### config.mk
export PLATFORM = sky130hd
export DESIGN_NAME = cbma_top
export DESIGN_NICKNAME = d
export VERILOG_FILES = /design/src/shared/cbma_pkg.sv /design/src/logic/cbma_wrap.sv /design/src/logic/cbma_top.sv
export SDC_FILE = /design/constraint.sdc
export NUM_CORES = 1
export LEC_CHECK = 0
export BUFFER_PORTS_ARGS = -buffer_cell sky130_fd_sc_hd__buf_2
export CAP_MARGIN = 25
export CORE_MARGIN = 4
export CORE_UTILIZATION = 65
export DETAILED_ROUTE_END_ITERATION = 8
export HOLD_SLACK_MARGIN = 0.02
export PLACE_DENSITY_LB_ADDON = 0.2
export SETUP_SLACK_MARGIN = 0.02
export SYNTH_ARGS = -nofsm -noshare
export SYNTH_HDL_FRONTEND = slang
export SYNTH_SLANG_ARGS = --single-unit
### constraint.sdc
create_clock -name REF_CLK -period 24.1 [get_ports REF_CLK]
set_input_delay 4.82 -clock REF_CLK [delete_from_list [all_inputs] [get_ports REF_CLK]]
set_output_delay 4.82 -clock REF_CLK [all_outputs]
set_load 0.005 [all_outputs]
### src/shared/cbma_pkg.sv
// Package with register map, fields and widths for the circular buffer addressing block
package cbma_pkg;
    localparam int unsigned DW = 16;
    localparam int unsigned AW = 3;
    localparam int unsigned WREG_W = 4;
    // Register indices on the plain register port
    localparam logic [2:0] REG_CONTROL = 3'h0;
    localparam logic [2:0] REG_X_START = 3'h1;
    localparam logic [2:0] REG_X_END = 3'h2;
    localparam logic [2:0] REG_Y_START = 3'h3;
    localparam logic [2:0] REG_Y_END = 3'h4;
    localparam logic [2:0] REG_STATUS = 3'h5;
    // Control field positions
    localparam int unsigned X_SEL_LSB = 0;
    localparam int unsigned Y_SEL_LSB = 4;
    localparam int unsigned Y_EN_BIT = 14;
    localparam int unsigned X_EN_BIT = 15;
    localparam logic [3:0] SEL_NONE = 4'hf;
    // Reset values
    localparam logic [15:0] CONTROL_RST = 16'h00ff;
    localparam logic [15:0] ADDR_RST = 16'h0000;
    localparam logic [15:0] ZERO16 = 16'h0000;
    // Y word alignment mask, clears address bit 0
    localparam logic [15:0] WORD_MASK = 16'hfffe;
    // Largest buffer span in bytes minus one (32K words)
    localparam logic [15:0] MAX_SPAN = 16'hffff;
    // Writable control bits: enables and both selection fields
    localparam logic [15:0] CONTROL_MASK = 16'hc0ff;
    typedef enum logic [2:0] {
        CBMA_IDLE = 3'b001,
        CBMA_WRAP_HI = 3'b010,
        CBMA_WRAP_LO = 3'b100
    } cbma_wrap_t;
endpackage : cbma_pkg

### src/logic/cbma_wrap.sv
// One address generator lane: applies circular wrap to a pointer update
`timescale 1ns/1ps
module cbma_wrap
    import cbma_pkg::*;
#(
    parameter int unsigned W = 16
) (
    input wire logic [W-1:0] cur_addr,
    input wire logic [W-1:0] step,
    input wire logic dec,
    input wire logic active,
    input wire logic word_only,
    input wire logic [W-1:0] buf_start,
    input wire logic [W-1:0] buf_end,
    output logic [W-1:0] new_addr,
    output cbma_wrap_t wrap_kind
);
    logic [W-1:0] raw;
    logic [W-1:0] lo;
    logic [W-1:0] hi;
    logic [W-1:0] unit;
    // Smallest access: one byte in X, one word in Y
    localparam logic [W-1:0] BYTE_UNIT = 1;
    localparam logic [W-1:0] WORD_UNIT = 2;
    // Wrap decision; an increment checks only the end bound and a decrement only the start bound
    always_comb begin
        // Overshoot is counted in access units so a word lane never lands on an odd byte
        unit = word_only ? WORD_UNIT : BYTE_UNIT;
        lo = word_only ? (buf_start & WORD_MASK[W-1:0]) : buf_start;
        hi = word_only ? (buf_end & WORD_MASK[W-1:0]) : buf_end;
        raw = dec ? cur_addr - step : cur_addr + step;
        if (word_only) begin
            raw = raw & WORD_MASK[W-1:0];
        end
        new_addr = raw;
        wrap_kind = CBMA_IDLE;
        if (active && !dec && raw > hi) begin
            new_addr = lo + (raw - hi - unit);
            wrap_kind = CBMA_WRAP_HI;
        end else if (active && dec && raw < lo) begin
            new_addr = hi - (lo - raw - unit);
            wrap_kind = CBMA_WRAP_LO;
        end
    end
endmodule : cbma_wrap

### src/logic/cbma_top.sv
// Circular buffer addressing for the X and Y address generators
`timescale 1ns/1ps
module cbma_top
    import cbma_pkg::*;
(
    input wire logic REF_CLK,
    input wire logic RST,
    input wire logic [cbma_pkg::AW-1:0] REG_ADDR,
    input wire logic [cbma_pkg::DW-1:0] REG_WDATA,
    input wire logic REG_WR,
    input wire logic REG_RD,
    output logic [cbma_pkg::DW-1:0] REG_RDATA,
    input wire logic [cbma_pkg::WREG_W-1:0] XR_REG,
    input wire logic [cbma_pkg::DW-1:0] XR_ADDR,
    input wire logic [cbma_pkg::DW-1:0] XR_STEP,
    input wire logic XR_DEC,
    output logic [cbma_pkg::DW-1:0] XR_NEXT,
    input wire logic [cbma_pkg::WREG_W-1:0] XW_REG,
    input wire logic [cbma_pkg::DW-1:0] XW_ADDR,
    input wire logic [cbma_pkg::DW-1:0] XW_STEP,
    input wire logic XW_DEC,
    output logic [cbma_pkg::DW-1:0] XW_NEXT,
    input wire logic [cbma_pkg::WREG_W-1:0] Y_REG,
    input wire logic [cbma_pkg::DW-1:0] Y_ADDR,
    input wire logic [cbma_pkg::DW-1:0] Y_STEP,
    input wire logic Y_DEC,
    output logic [cbma_pkg::DW-1:0] Y_NEXT,
    output logic X_ACTIVE,
    output logic Y_ACTIVE
);
    import cbma_pkg::*;

    logic [15:0] control_reg, control_next;
    logic [15:0] x_start_reg, x_start_next;
    logic [15:0] x_end_reg, x_end_next;
    logic [15:0] y_start_reg, y_start_next;
    logic [15:0] y_end_reg, y_end_next;
    logic [15:0] rdata_reg, rdata_next;
    logic [2:0] wraps_reg, wraps_next;
    logic [3:0] x_pointer_select, y_pointer_select;
    logic x_circular_enable, y_circular_enable;
    logic x_on, y_on, xr_hit, xw_hit, y_hit;
    logic [15:0] xr_calc, xw_calc, y_calc;
    cbma_wrap_t xr_kind, xw_kind, y_kind;

    // Control field decode
    assign x_pointer_select = control_reg[X_SEL_LSB +: 4];
    assign y_pointer_select = control_reg[Y_SEL_LSB +: 4];
    assign x_circular_enable = control_reg[X_EN_BIT];
    assign y_circular_enable = control_reg[Y_EN_BIT];
    assign x_on = x_circular_enable && (x_pointer_select != SEL_NONE);
    assign y_on = y_circular_enable && (y_pointer_select != SEL_NONE);
    assign xr_hit = x_on && (XR_REG == x_pointer_select);
    assign xw_hit = x_on && (XW_REG == x_pointer_select);
    assign y_hit = y_on && (Y_REG == y_pointer_select);

    // one X buffer shared by both X generators
    cbma_wrap #(.W(16)) u_xr (
        .cur_addr(XR_ADDR), .step(XR_STEP), .dec(XR_DEC), .active(xr_hit), .word_only(1'b0),
        .buf_start(x_start_reg), .buf_end(x_end_reg), .new_addr(xr_calc), .wrap_kind(xr_kind)
    );
    cbma_wrap #(.W(16)) u_xw (
        .cur_addr(XW_ADDR), .step(XW_STEP), .dec(XW_DEC), .active(xw_hit), .word_only(1'b0),
        .buf_start(x_start_reg), .buf_end(x_end_reg), .new_addr(xw_calc), .wrap_kind(xw_kind)
    );
    cbma_wrap #(.W(16)) u_y (
        .cur_addr(Y_ADDR), .step(Y_STEP), .dec(Y_DEC), .active(y_hit), .word_only(1'b1),
        .buf_start(y_start_reg), .buf_end(y_end_reg), .new_addr(y_calc), .wrap_kind(y_kind)
    );

    // Next addresses are combinational so the core sees them in the same cycle
    assign XR_NEXT = xr_calc;
    assign XW_NEXT = xw_calc;
    assign Y_NEXT = y_calc;
    assign X_ACTIVE = x_on;
    assign Y_ACTIVE = y_on;

    // Register writes, reads and sticky wrap status
    always_comb begin
        control_next = control_reg;
        x_start_next = x_start_reg;
        x_end_next = x_end_reg;
        y_start_next = y_start_reg;
        y_end_next = y_end_reg;
        rdata_next = ZERO16;
        wraps_next = wraps_reg;
        if (REG_RD && REG_ADDR == REG_STATUS) begin
            wraps_next = 3'h0; // Read clears status
        end
        // Hardware set wins over the read clear
        wraps_next = wraps_next | {y_kind != CBMA_IDLE, xw_kind != CBMA_IDLE, xr_kind != CBMA_IDLE};
        if (REG_WR) begin
            case (REG_ADDR)
                REG_CONTROL: control_next = REG_WDATA & CONTROL_MASK;
                REG_X_START: x_start_next = REG_WDATA;
                REG_X_END: x_end_next = REG_WDATA;
                REG_Y_START: y_start_next = REG_WDATA;
                REG_Y_END: y_end_next = REG_WDATA;
                default: ;
            endcase
        end
        if (REG_RD) begin
            case (REG_ADDR)
                REG_CONTROL: rdata_next = control_reg;
                REG_X_START: rdata_next = x_start_reg;
                REG_X_END: rdata_next = x_end_reg;
                REG_Y_START: rdata_next = y_start_reg;
                REG_Y_END: rdata_next = y_end_reg;
                REG_STATUS: rdata_next = {11'h000, y_on, x_on, wraps_reg};
                default: rdata_next = ZERO16;
            endcase
        end
    end

    always_ff @(posedge REF_CLK) begin
        if (RST) begin
            control_reg <= CONTROL_RST;
            x_start_reg <= ADDR_RST;
            x_end_reg <= ADDR_RST;
            y_start_reg <= ADDR_RST;
            y_end_reg <= ADDR_RST;
            rdata_reg <= ZERO16;
            wraps_reg <= 3'h0;
        end else begin
            control_reg <= control_next;
            x_start_reg <= x_start_next;
            x_end_reg <= x_end_next;
            y_start_reg <= y_start_next;
            y_end_reg <= y_end_next;
            rdata_reg <= rdata_next;
            wraps_reg <= wraps_next;
        end
    end

    assign REG_RDATA = rdata_reg;

    // Checks
    x_gate_a: assert property (@(posedge REF_CLK) disable iff (RST)
        (x_pointer_select == SEL_NONE) |-> !X_ACTIVE) else $error("X active with select all ones");
    x_enable_a: assert property (@(posedge REF_CLK) disable iff (RST)
        X_ACTIVE == (control_reg[X_EN_BIT] && control_reg[X_SEL_LSB +: 4] != SEL_NONE))
        else $error("X enable decode wrong");
    y_enable_a: assert property (@(posedge REF_CLK) disable iff (RST)
        Y_ACTIVE == (control_reg[Y_EN_BIT] && control_reg[Y_SEL_LSB +: 4] != SEL_NONE))
        else $error("Y enable decode wrong");
    // Word lane wraps to an aligned start, never to an odd byte
    y_wrap_hi_a: assert property (@(posedge REF_CLK) disable iff (RST)
        (y_hit && !Y_DEC && Y_ADDR == (y_end_reg & WORD_MASK) && Y_STEP == 16'h0002 && y_end_reg[15:1] != 15'h7fff)
        |-> Y_NEXT == (y_start_reg & WORD_MASK)) else $error("Y did not reload start");
    // Sticky status: an X read wrap is always recorded, even beside a clearing read
    wrap_flag_a: assert property (@(posedge REF_CLK) disable iff (RST)
        (xr_kind != CBMA_IDLE) |=> wraps_reg[0]) else $error("X read wrap not recorded");
    y_word_a: assert property (@(posedge REF_CLK) disable iff (RST)
        Y_NEXT[0] == 1'b0) else $error("Y address not word aligned");
    x_wrap_hi_a: assert property (@(posedge REF_CLK) disable iff (RST)
        (xr_hit && !XR_DEC && XR_ADDR == x_end_reg && XR_STEP == 16'h0001 && x_end_reg != 16'hffff)
        |-> XR_NEXT == x_start_reg) else $error("X read did not reload start");
    x_wrap_lo_a: assert property (@(posedge REF_CLK) disable iff (RST)
        (xw_hit && XW_DEC && XW_ADDR == x_start_reg && XW_STEP == 16'h0001 && x_start_reg != 16'h0000)
        |-> XW_NEXT == x_end_reg) else $error("X write did not reload end");
    pass_thru_a: assert property (@(posedge REF_CLK) disable iff (RST)
        (!xr_hit && !XR_DEC) |-> XR_NEXT == XR_ADDR + XR_STEP) else $error("Unselected pointer altered");
    bound_write_a: assert property (@(posedge REF_CLK) disable iff (RST)
        (REG_WR && REG_ADDR == REG_X_END) |=> x_end_reg == $past(REG_WDATA)) else $error("X end not stored");
    read_lat_a: assert property (@(posedge REF_CLK) disable iff (RST)
        (REG_RD && REG_ADDR == REG_Y_START) |=> REG_RDATA == y_start_reg) else $error("Read data late");
    x_wrap_c: cover property (@(posedge REF_CLK) disable iff (RST) xr_kind == CBMA_WRAP_HI);
    y_wrap_c: cover property (@(posedge REF_CLK) disable iff (RST) y_kind == CBMA_WRAP_LO);
    xw_wrap_c: cover property (@(posedge REF_CLK) disable iff (RST) xw_kind == CBMA_WRAP_HI);
endmodule : cbma_top

==> results.yml <==
run_status:
  status: "finished, final reports clean"
synth:
  syn_avg_cell_area_um2: 7.93
  synth_area_um2: 16300
  ys_seq_elements: 93
  yosys_warnings: 0
  ys.flop_type: "dfxtp_1"
  yosysSeqAreaShare_pct: 11.4
  async_reset_ff_share_pct: 0
  syn_inst: 2060
  synth_top_cell_by_area: "ha_1"
  synth.area.top_cells: "ha_1 (19%), dfxtp_1 (11%), fa_1 (11%)"
  synth_nets: 2533
  synth_top_area_share_pct: 19.4
  synth_cell_types: 80
  synth_edf_count: 0
power:
  p_leak_nw: 7.82
  power_density_nw_per_um2: 78.8
  peakVddDrop_uv: 66.8
worst_setup_path:
  path_max_fanout: 25
  criticalPathCategory: "primary input to output pin"
  start_kind: "primary input"
  critPathRequiredTime_ns: 19.28
  path_cells: "buf_2, nor3_1, nand2_1, nor3_1, nor4b_1, nor2_1, xnor2_1, ha_1, nand3_1, a211oi_1, nor2_1, a221oi_1, or4b_2, nand3_1, ha_1, nand4_1, nor2_1, nand4_1, nor3_1, nor4_2, buf_4, nor2_1, mux2i_1, buf_2"
  crit_slowest_cell: "nor4b_1"
  critPathArrivalTime_ns: 10.41
  worstSetupEndpointType: "output pin"
  path_common_cell: "nor2_1"
  slowest_delay_ns: 0.48
timing:
  fin_setup_tns_ns: 0
  hold_viol_final: 0
  setup_viol: 0
  min_period_ns: 15.23
  fmax_mhz: 65.7
  fin_crit_sh_pct: 63.2
  worst_pin_slew_ns: 1.07
  rsz0062_at_grt: "false"
  whs_ns: 0.468
  relSlewSlack_pct: 28.1
  drv_slew: 0
  fin_skew_ns: 0.00974
grt:
  grt_pass1_wl_um: 74500
  grt.overflow.total: 0
  antenna_found_initial: 2
  grt_max_degree: 79
  grt_use_total_pct: 32.2
  grt_pass1_vias: 15200
worst_hold_path:
  min_path_type: "flip-flop to flip-flop"
clocking:
  post_cts_buffers: 0
  cts-resized-gates: 0
  clk_path_buf_depth: 2
  worstSkewPairLatency_ns: 0.34
  cts.htree.levels: 3
  numCtsBuffers: 9
  path_clk_slew_ns: 0.07
  cts_hold_buf: 0
  clockRootBuffer: "clkbuf_16"
  cts_tree: "done"
  clock-sinks: 93
die:
  die_h_um: 167
  ios: 200
  die_width_um: 167
  core_area_um2: 24500
  row_count: 57
  die_area_um2: 27700
  initial_utilization_pct: 66.6
cells_and_area:
  final_cell_mix: "ha_1 (253), inv_1 (232), nand2_1 (216)"
  nNetsFinal: 2694
  utilization_pct: 72.8
  final_common_cell: "ha_1"
  area_delta_synth_final_pct: 9.34
  drive_gt1_share_pct: 11.9
place:
  dp_hpwl_um: 38500
  place.gp.congestion: 0.939
  io_buffers: 198
routing:
  num_vias: 15500
  wl_per_cell_um: 18.3
  wl_um: 46600
  dr.pass1.iters: 6
  vias_per_cell: 6.06
  drc: 0
  drt_iter0_markers: 1370
  ant_nets: 0
job:
  max_cap_violations: 0
==> cell type report <==
class	instances	area [µm²]
diodes	2	5.00
multi-input cells	1677	13400
fillers	2046	6670
inverters	233	875
flip-flops and latches	93	1860
clock buffers	10	239
repair buffers	207	1060
well taps	324	405
clock inverters	6	47.5
==> critical path, delay by kind of cell <==
family,cells,cell delay [ns]
multiplexers,1,0.31
buffers and inverters,3,0.52
AND/OR/NAND/NOR,15,3.13
adder cells (fa/ha/maj),2,0.74
XOR/XNOR,1,0.14
AO/OA/AOI/OAI,2,0.74
==> per-stage QoR <==
step,std cells,setup WS (ns),area (µm²),power [W]
after floorplan,2060,9.75,16300,0.00102
after global placement,2533,8.88,17600,0.00123
after detailed placement,2534,8.98,17600,0.00126
after CTS,2550,8.94,17900,0.00140
after global routing,2552,8.35,17900,0.00154
final,2552,8.87,17900,0.00141
==> power by group <==
part / internal [W] / total [W] / switching [W]
combinational: 0.000497 / 0.00111 / 0.000612
sequential: 0.000157 / 0.000163 / 0.00000638
clock: 0.0000735 / 0.000135 / 0.0000616
==> kinds of logic (layout without fill, tap and decap cells) <==
group	Yosys count	count (layout)	share of synthesized area, %
muxes	58	58	3.84
adders and majority gates	339	339	29.9
other	1	3	0.0230
and+or+nand+nor	593	593	17.1
buffers and inverters	290	456	6.86
AOI/OAI and AO/OA	495	495	20.3
xor gates and xnor gates	191	191	10.6
DFF	93	93	11.4
==> per-layer routing <==
| metal | wire length [µm] | vias up | global-route usage [%] |
|---|---|---|---|
| li1 | - | 7453 | - |
| met1 | 18100 | 7264 | 38.9 |
| met2 | 22700 | 589 | 56.1 |
| met3 | 3360 | 161 | 4.55 |
| met4 | 2460 | 0 | 15.6 |
| met5 | 0 | - | 0 |
==> Yosys cell counts (all sizes together), types with 15 or more instances <==
master  number
a31oi       16
nand2b      21
inv        232
o21ai       68
a211o       16
clkbuf      47
ha         253
fa          86
xnor2      133
nor2       127
nand2      216
nand4       15
a21o        43
xor2        54
nand3       40
a21oi      177
nor2b       46
dfxtp       93
mux2i       48
o21a        30
nor3        58
==> worst paths after layout <==
kind / startpoint / end / slack (ns) / depth (start not counted)
max: XR_STEP[2] / XR_NEXT[0] / 8.87 / 24
min: y_end_reg[0]$_SDFFE_PP0P_ / y_end_reg[0]$_SDFFE_PP0P_ / 0.47 / 2
max reg2reg: y_start_reg[3]$_SDFFE_PP0P_ / wraps_reg[2]$_SDFF_PP0_ / 20.70 / 13
min reg2reg: y_end_reg[0]$_SDFFE_PP0P_ / y_end_reg[0]$_SDFFE_PP0P_ / 0.47 / 2
Note: power is estimated with default switching activity, not from simulation.
